**src/logic/clkgen_pkg.sv**
```systemverilog
// What this block does
// - Internal fast oscillator gives 8 MHz source and halts during STOP.
// - Resonator oscillator runs 2 to 10 MHz and halts during STOP.
// - External clock on input pin is gated off internally during STOP.
// - Internal oscillator selected frees both oscillator pins as port pins.
// - External clock selected frees the second oscillator pin as port pin.
// - Source selection comes from configuration setting, never from a software register.
// - Slow 240 kHz oscillator; software stops it only if configuration allows.
// - Reset sets CPU divider and pre-divider registers to 02H.
// - CPU clock ratio from pre-divider and divider bits; other codes prohibited.
// - Peripheral clock is system clock/2 for pre-divider 01H, system clock/4 for 02H.
// - Divider and pre-divider registers accept bit and byte writes.
// - Slow oscillator mode register resets to 00H; bit or byte writes.
// - Mode bit 0 clear keeps slow oscillator running, set stops it.
// - If software stop forbidden, mode register has no effect.
// - If software stop forbidden, watchdog source fixed to slow oscillator.
// - Stabilization wait after STOP only with resonator source.
// - Wait select 00,01,10,11 gives 2^10, 2^12, 2^15, 2^17 periods.
// - Wait select register byte-written only; reset content undefined.
// - Wait counted from oscillation start, whatever released STOP.
// - Wait after reset release comes from configuration setting.
package clkgen_pkg;

    localparam logic [15:0] ADDR_SLOW_OSC_MODE   = 16'hff58;
    localparam logic [15:0] ADDR_CLOCK_PREDIV    = 16'hfff3;
    localparam logic [15:0] ADDR_STABILIZE_WAIT  = 16'hfff4;
    localparam logic [15:0] ADDR_CPU_CLOCK_DIV   = 16'hfffb;

    localparam logic [7:0]  RESET_SLOW_OSC_MODE  = 8'h00;
    localparam logic [7:0]  RESET_CLOCK_PREDIV   = 8'h02;
    localparam logic [7:0]  RESET_CPU_CLOCK_DIV  = 8'h02;

    localparam int          BIT_SLOW_OSC_HALT    = 0;
    localparam int          BIT_CPU_DIVIDE       = 1;
    localparam int          BIT_PREDIVIDE_LOW    = 0;
    localparam int          BIT_PREDIVIDE_HIGH   = 1;

    localparam logic [1:0]  SRC_INTERNAL         = 2'h0;
    localparam logic [1:0]  SRC_RESONATOR        = 2'h1;
    localparam logic [1:0]  SRC_EXTERNAL         = 2'h2;

    localparam int          WAIT_EXP_SEL0        = 10;
    localparam int          WAIT_EXP_SEL1        = 12;
    localparam int          WAIT_EXP_SEL2        = 15;
    localparam int          WAIT_EXP_SEL3        = 17;
    localparam int          WAIT_WIDTH           = 18;

    localparam int          DIV_WIDTH            = 4;

endpackage : clkgen_pkg

```
**src/logic/clock_divider.sv**
```systemverilog
`timescale 1ns/100ps
`default_nettype none
// Divider counting only while run is high, producing one-cycle enables at system clock/2^n; enables stand in for divided clocks.
module clock_divider #(
    parameter int WIDTH = 4
) (
    input  wire logic             CLOCK,
    input  wire logic             SYS_RST,
    input  wire logic             run,
    output logic [WIDTH:0]        tick
);
    logic [WIDTH-1:0] count;

    initial begin
        if (WIDTH < 1) $error("clock_divider WIDTH must be at least 1");
    end

    always_ff @(posedge CLOCK) begin
        if (SYS_RST) begin
            count <= '0;
        end else if (run) begin
            count <= count + 1'b1;
        end
    end

    // Tick n pulses when the low n bits are all ones, one cycle in 2^n.
    genvar n;
    generate
        for (n = 0; n <= WIDTH; n++) begin : g_tick
            if (n == 0) begin : g_zero
                assign tick[n] = run;
            end else begin : g_pow
                assign tick[n] = run && (&count[n-1:0]);
            end
        end
    endgenerate
endmodule : clock_divider
`default_nettype wire

```
**src/logic/system_clock_generator.sv**
```systemverilog
// Decided for this implementation: the APB interface to the registers.
`timescale 1ns/100ps
`default_nettype none
module system_clock_generator
    import clkgen_pkg::*;
#(
    parameter int BOOT_WAIT_CYCLES = 1024
) (
    input  wire logic                  CLOCK,
    input  wire logic                  SYS_RST,
    input  wire logic [31:0]           PADDR,
    input  wire logic                  PSEL,
    input  wire logic                  PENABLE,
    input  wire logic                  PWRITE,
    input  wire logic [31:0]           PWDATA,
    input  wire logic [3:0]            PSTRB,
    output logic [31:0]                PRDATA,
    output logic                       PREADY,
    output logic                       PSLVERR,
    input  wire logic [1:0]            CFG_CLOCK_SOURCE,
    input  wire logic                  CFG_SLOW_STOP_ALLOWED,
    input  wire logic                  STOP_REQUEST,
    input  wire logic                  STOP_RELEASE,
    input  wire logic                  OSC_STARTED,
    output logic                       FAST_OSC_ENABLE,
    output logic                       RESONATOR_ENABLE,
    output logic                       EXT_CLOCK_GATE,
    output logic                       OSC_PIN_IN_IS_PORT,
    output logic                       OSC_PIN_OUT_IS_PORT,
    output logic                       SLOW_OSC_ENABLE,
    output logic                       WATCHDOG_SRC_FIXED,
    output logic                       CPU_CLOCK_EN,
    output logic                       PERIPH_CLOCK_EN,
    output logic                       CPU_CLOCK_HOLD,
    output logic                       DIVIDER_PROHIBITED
);
    import clkgen_pkg::*;

    typedef enum logic [3:0] {
        ST_BOOT_WAIT = 4'b0001,
        ST_RUN       = 4'b0010,
        ST_STOPPED   = 4'b0100,
        ST_STAB_WAIT = 4'b1000
    } clk_state_e;

    initial begin
        if (BOOT_WAIT_CYCLES < 1) $error("BOOT_WAIT_CYCLES must be at least 1");
    end

    ////////////////////////////////////////////////////////////////////////////////
    // Register bus.

    logic [7:0]            slow_osc_mode;
    logic [7:0]            clock_predivider;
    logic [1:0]            stabilize_wait_select;
    logic                  cpu_divide_bit;
    logic                  bus_write;
    logic                  bus_read;
    logic [1:0]            lane;
    logic [7:0]            wbyte;
    logic                  wlane;
    logic                  hit_mode;
    logic                  hit_prediv;
    logic                  hit_wait;
    logic                  hit_div;
    logic [7:0]            next_rdata;

    assign bus_write  = PSEL && PENABLE && PWRITE && PREADY;
    assign bus_read   = PSEL && !PENABLE && !PWRITE;
    assign lane       = PADDR[1:0];
    assign wbyte      = PWDATA[8*lane +: 8];
    assign wlane      = PSTRB[lane];
    assign hit_mode   = PADDR[15:0] == ADDR_SLOW_OSC_MODE;
    assign hit_prediv = PADDR[15:0] == ADDR_CLOCK_PREDIV;
    assign hit_wait   = PADDR[15:0] == ADDR_STABILIZE_WAIT;
    assign hit_div    = PADDR[15:0] == ADDR_CPU_CLOCK_DIV;

    // No wait state: PREADY rises in the first access cycle, so every transfer takes two cycles.
    always_ff @(posedge CLOCK) begin
        if (SYS_RST) begin
            PREADY <= 1'b0;
        end else begin
            PREADY <= PSEL && !PENABLE;
        end
    end

    always_ff @(posedge CLOCK) begin
        if (SYS_RST) begin
            PSLVERR <= 1'b0;
        end else begin
            PSLVERR <= PSEL && !PENABLE && (PADDR[31:16] != 16'h0000 ||
                       !(hit_mode || hit_prediv || hit_wait || hit_div));
        end
    end

    always_comb begin
        next_rdata = 8'h00;
        if (PADDR[31:16] == 16'h0000) begin
            if (hit_mode) begin
                next_rdata = slow_osc_mode;
            end else if (hit_prediv) begin
                next_rdata = clock_predivider;
            end else if (hit_wait) begin
                next_rdata = {6'h00, stabilize_wait_select};
            end else if (hit_div) begin
                next_rdata = {6'h00, cpu_divide_bit, 1'b0};
            end
        end
    end

    always_ff @(posedge CLOCK) begin
        if (SYS_RST) begin
            PRDATA <= 32'h0000_0000;
        end else if (bus_read) begin
            PRDATA <= {24'h00_0000, next_rdata} << (8 * lane);
        end
    end

    // A single-bit write reaches the register as a byte write that carries the other bits back.
    always_ff @(posedge CLOCK) begin
        if (SYS_RST) begin
            cpu_divide_bit <= RESET_CPU_CLOCK_DIV[BIT_CPU_DIVIDE];
        end else if (bus_write && wlane && hit_div && PADDR[31:16] == 16'h0000) begin
            cpu_divide_bit <= wbyte[BIT_CPU_DIVIDE];
        end
    end

    always_ff @(posedge CLOCK) begin
        if (SYS_RST) begin
            clock_predivider <= RESET_CLOCK_PREDIV;
        end else if (bus_write && wlane && hit_prediv && PADDR[31:16] == 16'h0000) begin
            clock_predivider <= {6'h00, wbyte[BIT_PREDIVIDE_HIGH:BIT_PREDIVIDE_LOW]};
        end
    end

    always_ff @(posedge CLOCK) begin
        if (SYS_RST) begin
            slow_osc_mode <= RESET_SLOW_OSC_MODE;
        end else if (bus_write && wlane && hit_mode && PADDR[31:16] == 16'h0000) begin
            slow_osc_mode <= {7'h00, wbyte[BIT_SLOW_OSC_HALT]};
        end
    end

    // Not reset: the content is undefined until software writes it.
    always_ff @(posedge CLOCK) begin
        if (bus_write && wlane && hit_wait && PADDR[31:16] == 16'h0000) begin
            stabilize_wait_select <= wbyte[1:0];
        end
    end

    ////////////////////////////////////////////////////////////////////////////////
    // Source selection, STOP sequencing and stabilization wait.

    clk_state_e            state;
    logic [WAIT_WIDTH-1:0] wait_count;
    logic [WAIT_WIDTH-1:0] wait_limit;
    logic                  is_resonator;

    assign is_resonator = CFG_CLOCK_SOURCE == SRC_RESONATOR;

    always_comb begin
        case (stabilize_wait_select)
            2'b00:   wait_limit = WAIT_WIDTH'(1 << WAIT_EXP_SEL0);
            2'b01:   wait_limit = WAIT_WIDTH'(1 << WAIT_EXP_SEL1);
            2'b10:   wait_limit = WAIT_WIDTH'(1 << WAIT_EXP_SEL2);
            default: wait_limit = WAIT_WIDTH'(1 << WAIT_EXP_SEL3);
        endcase
    end

    // Boot wait length comes from the configuration-derived parameter, not from the wait select register.
    always_ff @(posedge CLOCK) begin
        if (SYS_RST) begin
            state <= ST_BOOT_WAIT;
        end else begin
            case (state)
                ST_BOOT_WAIT: begin
                    if (!is_resonator || wait_count >= WAIT_WIDTH'(BOOT_WAIT_CYCLES - 1)) begin
                        state <= ST_RUN;
                    end
                end
                ST_RUN: begin
                    if (STOP_REQUEST) begin
                        state <= ST_STOPPED;
                    end
                end
                ST_STOPPED: begin
                    if (STOP_RELEASE) begin
                        state <= is_resonator ? ST_STAB_WAIT : ST_RUN;
                    end
                end
                ST_STAB_WAIT: begin
                    if (OSC_STARTED && wait_count >= wait_limit - 1'b1) begin
                        state <= ST_RUN;
                    end
                end
                default: state <= ST_BOOT_WAIT;
            endcase
        end
    end

    // In the stabilization wait the count only advances once the oscillator reports it is running; the boot wait counts without it.
    always_ff @(posedge CLOCK) begin
        if (SYS_RST) begin
            wait_count <= '0;
        end else if (state == ST_BOOT_WAIT && is_resonator) begin
            wait_count <= wait_count + 1'b1;
        end else if (state == ST_STAB_WAIT && OSC_STARTED) begin
            wait_count <= wait_count + 1'b1;
        end else begin
            wait_count <= '0;
        end
    end

    always_ff @(posedge CLOCK) begin
        if (SYS_RST) begin
            FAST_OSC_ENABLE     <= 1'b0;
            RESONATOR_ENABLE    <= 1'b0;
            EXT_CLOCK_GATE      <= 1'b0;
            OSC_PIN_IN_IS_PORT  <= 1'b0;
            OSC_PIN_OUT_IS_PORT <= 1'b0;
            CPU_CLOCK_HOLD      <= 1'b1;
        end else begin
            FAST_OSC_ENABLE     <= CFG_CLOCK_SOURCE == SRC_INTERNAL && state != ST_STOPPED;
            RESONATOR_ENABLE    <= is_resonator && state != ST_STOPPED;
            EXT_CLOCK_GATE      <= CFG_CLOCK_SOURCE == SRC_EXTERNAL && state != ST_STOPPED;
            OSC_PIN_IN_IS_PORT  <= CFG_CLOCK_SOURCE == SRC_INTERNAL;
            OSC_PIN_OUT_IS_PORT <= CFG_CLOCK_SOURCE != SRC_RESONATOR;
            CPU_CLOCK_HOLD      <= state != ST_RUN;
        end
    end

    ////////////////////////////////////////////////////////////////////////////////
    // Slow oscillator control.

    always_ff @(posedge CLOCK) begin
        if (SYS_RST) begin
            SLOW_OSC_ENABLE    <= 1'b1;
            WATCHDOG_SRC_FIXED <= 1'b0;
        end else begin
            SLOW_OSC_ENABLE    <= !(CFG_SLOW_STOP_ALLOWED && slow_osc_mode[BIT_SLOW_OSC_HALT]);
            WATCHDOG_SRC_FIXED <= !CFG_SLOW_STOP_ALLOWED;
        end
    end

    ////////////////////////////////////////////////////////////////////////////////
    // Divided clocks as enables.

    logic [DIV_WIDTH:0] tick;
    logic [2:0]         cpu_exp;
    logic [2:0]         periph_exp;
    logic               prohibited;

    clock_divider #(
        .WIDTH (DIV_WIDTH)
    ) u_divider (
        .CLOCK   (CLOCK),
        .SYS_RST (SYS_RST),
        .run     (state == ST_RUN),
        .tick    (tick)
    );

    always_comb begin
        prohibited = 1'b0;
        case ({clock_predivider[1:0], cpu_divide_bit})
            3'b000:  cpu_exp = 3'd0;
            3'b010:  cpu_exp = 3'd1;
            3'b001:  cpu_exp = 3'd2;
            3'b100:  cpu_exp = 3'd2;
            3'b011:  cpu_exp = 3'd3;
            3'b101:  cpu_exp = 3'd4;
            default: begin
                cpu_exp    = 3'd4;
                prohibited = 1'b1;
            end
        endcase
        case (clock_predivider[1:0])
            2'b00:   periph_exp = 3'd0;
            2'b01:   periph_exp = 3'd1;
            default: periph_exp = 3'd2;
        endcase
    end

    always_ff @(posedge CLOCK) begin
        if (SYS_RST) begin
            CPU_CLOCK_EN       <= 1'b0;
            PERIPH_CLOCK_EN    <= 1'b0;
            DIVIDER_PROHIBITED <= 1'b0;
        end else begin
            CPU_CLOCK_EN       <= tick[cpu_exp];
            PERIPH_CLOCK_EN    <= tick[periph_exp];
            DIVIDER_PROHIBITED <= prohibited;
        end
    end
endmodule : system_clock_generator
`default_nettype wire

```
**config.mk**
```make
export PLATFORM = sky130hd
export DESIGN_NAME = system_clock_generator
export DESIGN_NICKNAME = d
export VERILOG_FILES = /design/src/logic/clkgen_pkg.sv /design/src/logic/clock_divider.sv /design/src/logic/system_clock_generator.sv
export SDC_FILE = /design/constraint.sdc
export NUM_CORES = 1
export LEC_CHECK = 0
export BUFFER_PORTS_ARGS = -buffer_cell sky130_fd_sc_hd__buf_2
export CAP_MARGIN = 10
export CORE_ASPECT_RATIO = 0.75
export CORE_MARGIN = 4
export CORE_UTILIZATION = 43
export DETAILED_ROUTE_END_ITERATION = 16
export PLACE_DENSITY = 0.87
export REMOVE_ABC_BUFFERS = 1
export SYNTH_ARGS = -nofsm -noshare
export SYNTH_HDL_FRONTEND = slang
export SYNTH_SLANG_ARGS = --single-unit
export TNS_END_PERCENT = 100
```
**constraint.sdc**
```tcl
create_clock -name CLOCK -period 2.3 [get_ports CLOCK]
set_input_delay 0.115 -clock CLOCK [delete_from_list [all_inputs] [get_ports CLOCK]]
set_output_delay 0.115 -clock CLOCK [all_outputs]
set_load 0.02 [all_outputs]
```
After elaboration in Yosys (flattened, before gate mapping). Index checks and enable logic that the tools add are counted.

Input port bits: 79. Word-level logic and storage cells: 128. Output and inout port bits: 45. Flip-flop bits (word level): 77.

Order comparisons: 5. Reduce and logical (&&, ||, !) cells: 49. Add/subtract/negate cells: 3. Multiplexer cells: 23. Equal/unequal tests: 25. Shift-type cells: 2.

Operators with widths (count): equality test 16 bit, second input constant (4); case mux 18 bit (3 select lines) (1); 2-to-1 mux 18 bit (2); indexed part select 32 x 6 -> 2 bit (1); left shift 8 x 5 -> 32 bit (1); logical AND 1 bit (26); 2-to-1 mux 4 bit (5); adder 18 x 1 -> 18 bit, second input constant (1); greater-or-equal comparator 18 x 10 -> 1 bit, second input constant (1); greater-or-equal comparator 18 bit (1); subtractor 18 x 1 -> 18 bit, second input constant (1); zero test 16 bit (1); case mux 4 bit (4 select lines) (1); nonzero test 16 bit (1); case mux 3 bit (4 select lines) (1); 2-to-1 mux 2 bit (5); < comparator 3 x 4 -> 1 bit, second input constant (2); != test 2 bit, second input constant (4); AND reduction 4 bit (2); binary-select mux 1 bit (select 3 bit) (2); equality test 2 x 1 -> 1 bit, second input constant (3); equality test 3 x 2 -> 1 bit, second input constant (2); equality test 3 bit, second input constant (2); zero test 1 bit (6); 21 further kinds (31).

Logic depth before layout (Yosys ltp).
Depth after elaboration: 7. Gate-level depth with buffers: 9. Depth with buffers taken out: 9.

Modules after synthesis. From an unflattened synthesis, not the netlist that was laid out.

Cells, all modules: 320. Area, all modules: 2932.8 um^2.

By module, submodules not included: system_clock_generator (seq. area each 1001.0 um^2, instances 1, area an instance 2706.3 um^2, cells an instance 298); clock_divider (seq. area each 80.1 um^2, instances 1, area an instance 226.5 um^2, cells an instance 22).

Worst setup path after synthesis. OpenSTA, ideal clock, no wires.

Path kind: flip-flop to flip-flop. Start: reg stabilize_wait_select[0]. End: reg state[2]. Path slack: 109 ps. Data arrival time: 2074 ps. Stages on the path, launching flop included: 9. Buffers on the path: 0. Period minus slack after synthesis: 2191 ps. Data required time: 2183 ps. Library setup time: 117 ps. Cell sequence: edfxtp_1 > or2_2 > ha_1 > ha_1 > nand3_1 > nor2_1 > a311oi_1 > a311oi_2 > a32o_1.

Word-level cells in the longest chain between the ends: 7. Elaborated cells on any way between the ends: 9. Classes of those cells: add/sub: 1; order compare: 1; eq/ne: 3; mux: 1; reduce/logical: 3.

RTL lines: start, declared (RTL line system_clock_generator.sv:55) `logic [1:0] stabilize_wait_select;`; start signal, assigned (RTL line system_clock_generator.sv:147) `stabilize_wait_select <= wbyte[1:0];`; equality test 2 bit (tied with other cells) (RTL line system_clock_generator.sv:162) `case (stabilize_wait_select)`; case mux 18 bit (3 select lines) (*) (RTL line system_clock_generator.sv:162); subtractor 18 x 1 -> 18 bit (*) (RTL line system_clock_generator.sv:192) `if (OSC_STARTED && wait_count >= wait_limit - 1'b1) begin`; greater-or-equal comparator 18 bit (*) (RTL line system_clock_generator.sv:192); logical AND 1 bit (*) (RTL line system_clock_generator.sv:192); != test 2 bit (no line) (*); AND reduction 4 bit (no line) (*); end signal, assigned (RTL line system_clock_generator.sv:188) `state <= is_resonator ? ST_STAB_WAIT : ST_RUN;`; end, declared (RTL line system_clock_generator.sv:154) `clk_state_e state;`.

Mark *: on every way between the ends. The rest lies on a longest branch, timed or not. A chain may end at the register's enable or synchronous reset.

Worst setup path after layout.
Start: reg stabilize_wait_select[1]. End: reg state[2].

The elaborated chain is that of the path after synthesis.

==> impl_results.md <==
* Outcome: finished, final reports clean
* Max Cap Viol at 0
* Clock Skews at 0.01164 ns
* Leak Pwr at between 1 and 1.5 nW
* Worst vdd ir at 240.2 uV
* Total grt overflow at 0
* Hold Path Class: in -> reg
* Final hold violation count at 0
* Initial antenna violation count at 0
* Vias in the first global route at 2526
* Post-synth EDFFs at 2
* Clock sinks at 53
* Area Overhead vs Synth at 20.74%
* Placed Cells at 470
* Slew HR at 64.47%
* Unique cell type count in the Yosys netlist at 54
* Setup crit end kind: register
* DP HPWL at 5538 um
* Via density per instance at around 5.4
* Crit Path Class: reg -> reg
* Total Routing Usage GR at 17.61%
* Yosys Warn Count at 0
* Io pins at 124
* Startpoint Class: register
* Leading area contributor after synthesis: dfxtp_1
* Final period utilization at a little over nine tenths
* Peak Freq at 452.2 MHz
* Post-synthesis cell count at 319
* Residual DRC count at 0
* Clock buffer depth at 2
* Hold slack at 0.01043 ns
* First-pass GRT wire length at 11470 um
* Slowest CP cell: edfxtp_1
* Crit path time final at approximately 2.2 ns
* Ant. Diodes at 0
* Post-Layout Cell Count at around 480
* Top cells by area, synth: dfxtp_1, buf_4, nor2_1, ha_1, xnor2_1
* Placer Congestion at 0.8910
* CTS root buf: clkbuf_8
* Worst slew pin tran at 0.5289 ns
* Die H at 78.48 um
* Initial DRC Count at 173
* Slew Viols, Final at 0
* CP cell instances: or2_4 > ha_4 > inv_2 > ha_1 > nand4_1 > nor2_1 > a311oi_2 > a311oi_4 > a32o_1
* Seq/Total Area, Yosys at 37.96%
* Largest net degree at the start of global routing at 21
* Syn avg cell area at 8.927 um^2
* Die Wd at around 100 um
* Yosys top cell area share at 35.85%
* Async SR Flop Fraction at 0%
* PD cells at approximately 590 nW/um^2
* Clock latency on the worst-skew pair at 0.31 ns
* Crit path max fanout at 3
* Post-DR wirelength/cell at 14.80 um
* Final setup viols at 0
* Die area at 8002 um^2
* TritonCTS clock tree: done
* Top_reg_cell synth: dfxtp_1
* Total Wirelength at 7133 um
* RSZ-0062 raised after global routing: false
* Worst-path clk slew at 0.09 ns
* Core ar. at 6350 um^2
* Crit path largest cell delay at roughly 0.45 ns
* Post-detailed-route count of antenna-violating nets at 0
* Via count at 2589
* Mapped Area at 2848 um^2
* Critical path arrival at 2.41 ns
* Final net count at 491
* Port Buffers at 75
* CTS buffer count at 5
* Layout cells sized above 1 at a little over a quarter
* WP data required at between 2 and 3 ns
* Drt first pass iters at 4
* Synth Register Bits at 53
* # H-tree levels at 2
* Initial Utilization at ~45%
* Site row count at 25
worst max-delay path: cells and delay by family (launching register included):
family,cells,cell delay (ns)
compound gates,3,0.71
fa+ha+maj,2,0.38
buf+inv,1,0.07
flops,1,0.45
simple gates,3,0.49
layout by cell type, fill, tap and decap left out, drive strengths merged, types with 2 or more instances in the layout:
cell type	count
a31o	3
and3	6
a211oi	2
nand2	18
a31oi	2
ha	12
mux2i	6
a21oi	6
or3	4
dlygate4sd3	3
nor4	10
o22ai	2
nand2b	6
or4	2
nand4	13
nor2	42
and2	5
a32o	2
nor3	8
clkbuf	6
or2	2
nor2b	5
o211ai	3
dfxtp	51
buf	79
inv	11
xnor2	11
edfxtp	2
o21ai	10
nand4b	3
nor4b	2
nand3	14
mux4	2
conb	25
xor2	7
nor3b	2
a311oi	2
state kept, by name, summed over array words and instances, names as in the netlist, 2 cells and up:
| name | count |
|---|---|
| wait_count | 18 |
| state | 4 |
| clock_predivider | 2 |
| PRDATA | 8 |
| stabilize_wait_select | 2 |
| u_divider.count | 4 |
cells by family (layout without fill, tap and decap cells):
kind of cell,count (synthesis),after routing,share of synthesized area (%)
fa+ha+maj,12,12,5.272
compound gates,39,39,9.666
xor+xnor,18,18,5.536
simple gates,144,144,27.86
mux,9,9,4.350
flops,53,53,37.96
other cells,2,25,0.2637
buf+inv,42,101,9.095
report_power, final:
group          switching [mW]  internal (mW)
clock                   0.296          0.354
sequential             0.0481          0.962
combinational           0.210          0.161
Yosys cell counts (3+ instances only):
library cell / instances
a21oi_1: 6
a31o_2: 3
and2_1: 5
and3_1: 6
buf_4: 25
clkbuf_1: 5
dfxtp_1: 51
ha_1: 12
inv_1: 11
mux2i_1: 6
nand2_1: 18
nand2b_1: 6
nand3_1: 13
nand4_1: 13
nand4b_1: 3
nor2_1: 42
nor2b_1: 5
nor3_1: 7
nor4_1: 6
nor4_2: 4
o211ai_1: 3
o21ai_0: 9
xnor2_1: 11
xor2_1: 7
final cells by class:
cell class | instances | area [um^2]
Sequential cell | 53 | 1081
Multi-Input combinational cell | 247 | 1659
Tap cell | 81 | 101.3
Clock inverter | 2 | 37.54
Inverter | 11 | 41.29
Fill cell | 575 | 2912
Clock buffer | 6 | 82.58
Timing Repair Buffer | 82 | 435.4
routing by layer:
metal / track usage, % / wire length, um
met1: 22.15 / 3047
met2: 30.67 / 3481
met3: 3.464 / 540
met4: 4.456 / 65
met5: 0 / 0
path summary, 6_finish.rpt:
kind / start / end / slack [ns] / cells after the start
setup / recovery: stabilize_wait_select[1]$_DFFE_PP_ / state[2]$_SDFFE_PP0P_ / 0.09 / 9
hold reg to reg: slow_osc_mode[0]$_SDFFE_PP0P_ / SLOW_OSC_ENABLE$_SDFF_PP1_ / 0.43 / 1
hold / removal: CFG_CLOCK_SOURCE[0] / EXT_CLOCK_GATE$_SDFF_PP0_ / 0.01 / 2
setup reg to reg: stabilize_wait_select[1]$_DFFE_PP_ / state[2]$_SDFFE_PP0P_ / 0.09 / 9
repair_timing:
action,CTS,global route
endpoints found under the setup margin,2,3
endpoints found under the hold margin,2,0
buffers inserted,1,0
pin swaps,1,2
resized for setup,2,6
hold buffers,3,0
per-stage QoR:
| stage | power, mW | setup WS (ns) | util (%) | instance area, um^2 | setup TNS [ns] |
|---|---|---|---|---|---|
| floorplan | 1.262 | 0.1086 | - | 2716 | 0 |
| global placement | 1.366 | 0.09056 | 50.64 | 3216 | 0 |
| detailed placement | 1.385 | -0.0004028 | 50.64 | 3216 | -0.0004028 |
| CTS | 2.043 | -0.007848 | 53.40 | 3391 | -0.007848 |
| global route | 2.120 | 0.02493 | 54.15 | 3438 | 0 |
| finish | 2.031 | 0.08857 | 54.15 | 3438 | 0 |
No activity file was read; power rests on OpenSTA's default activity.
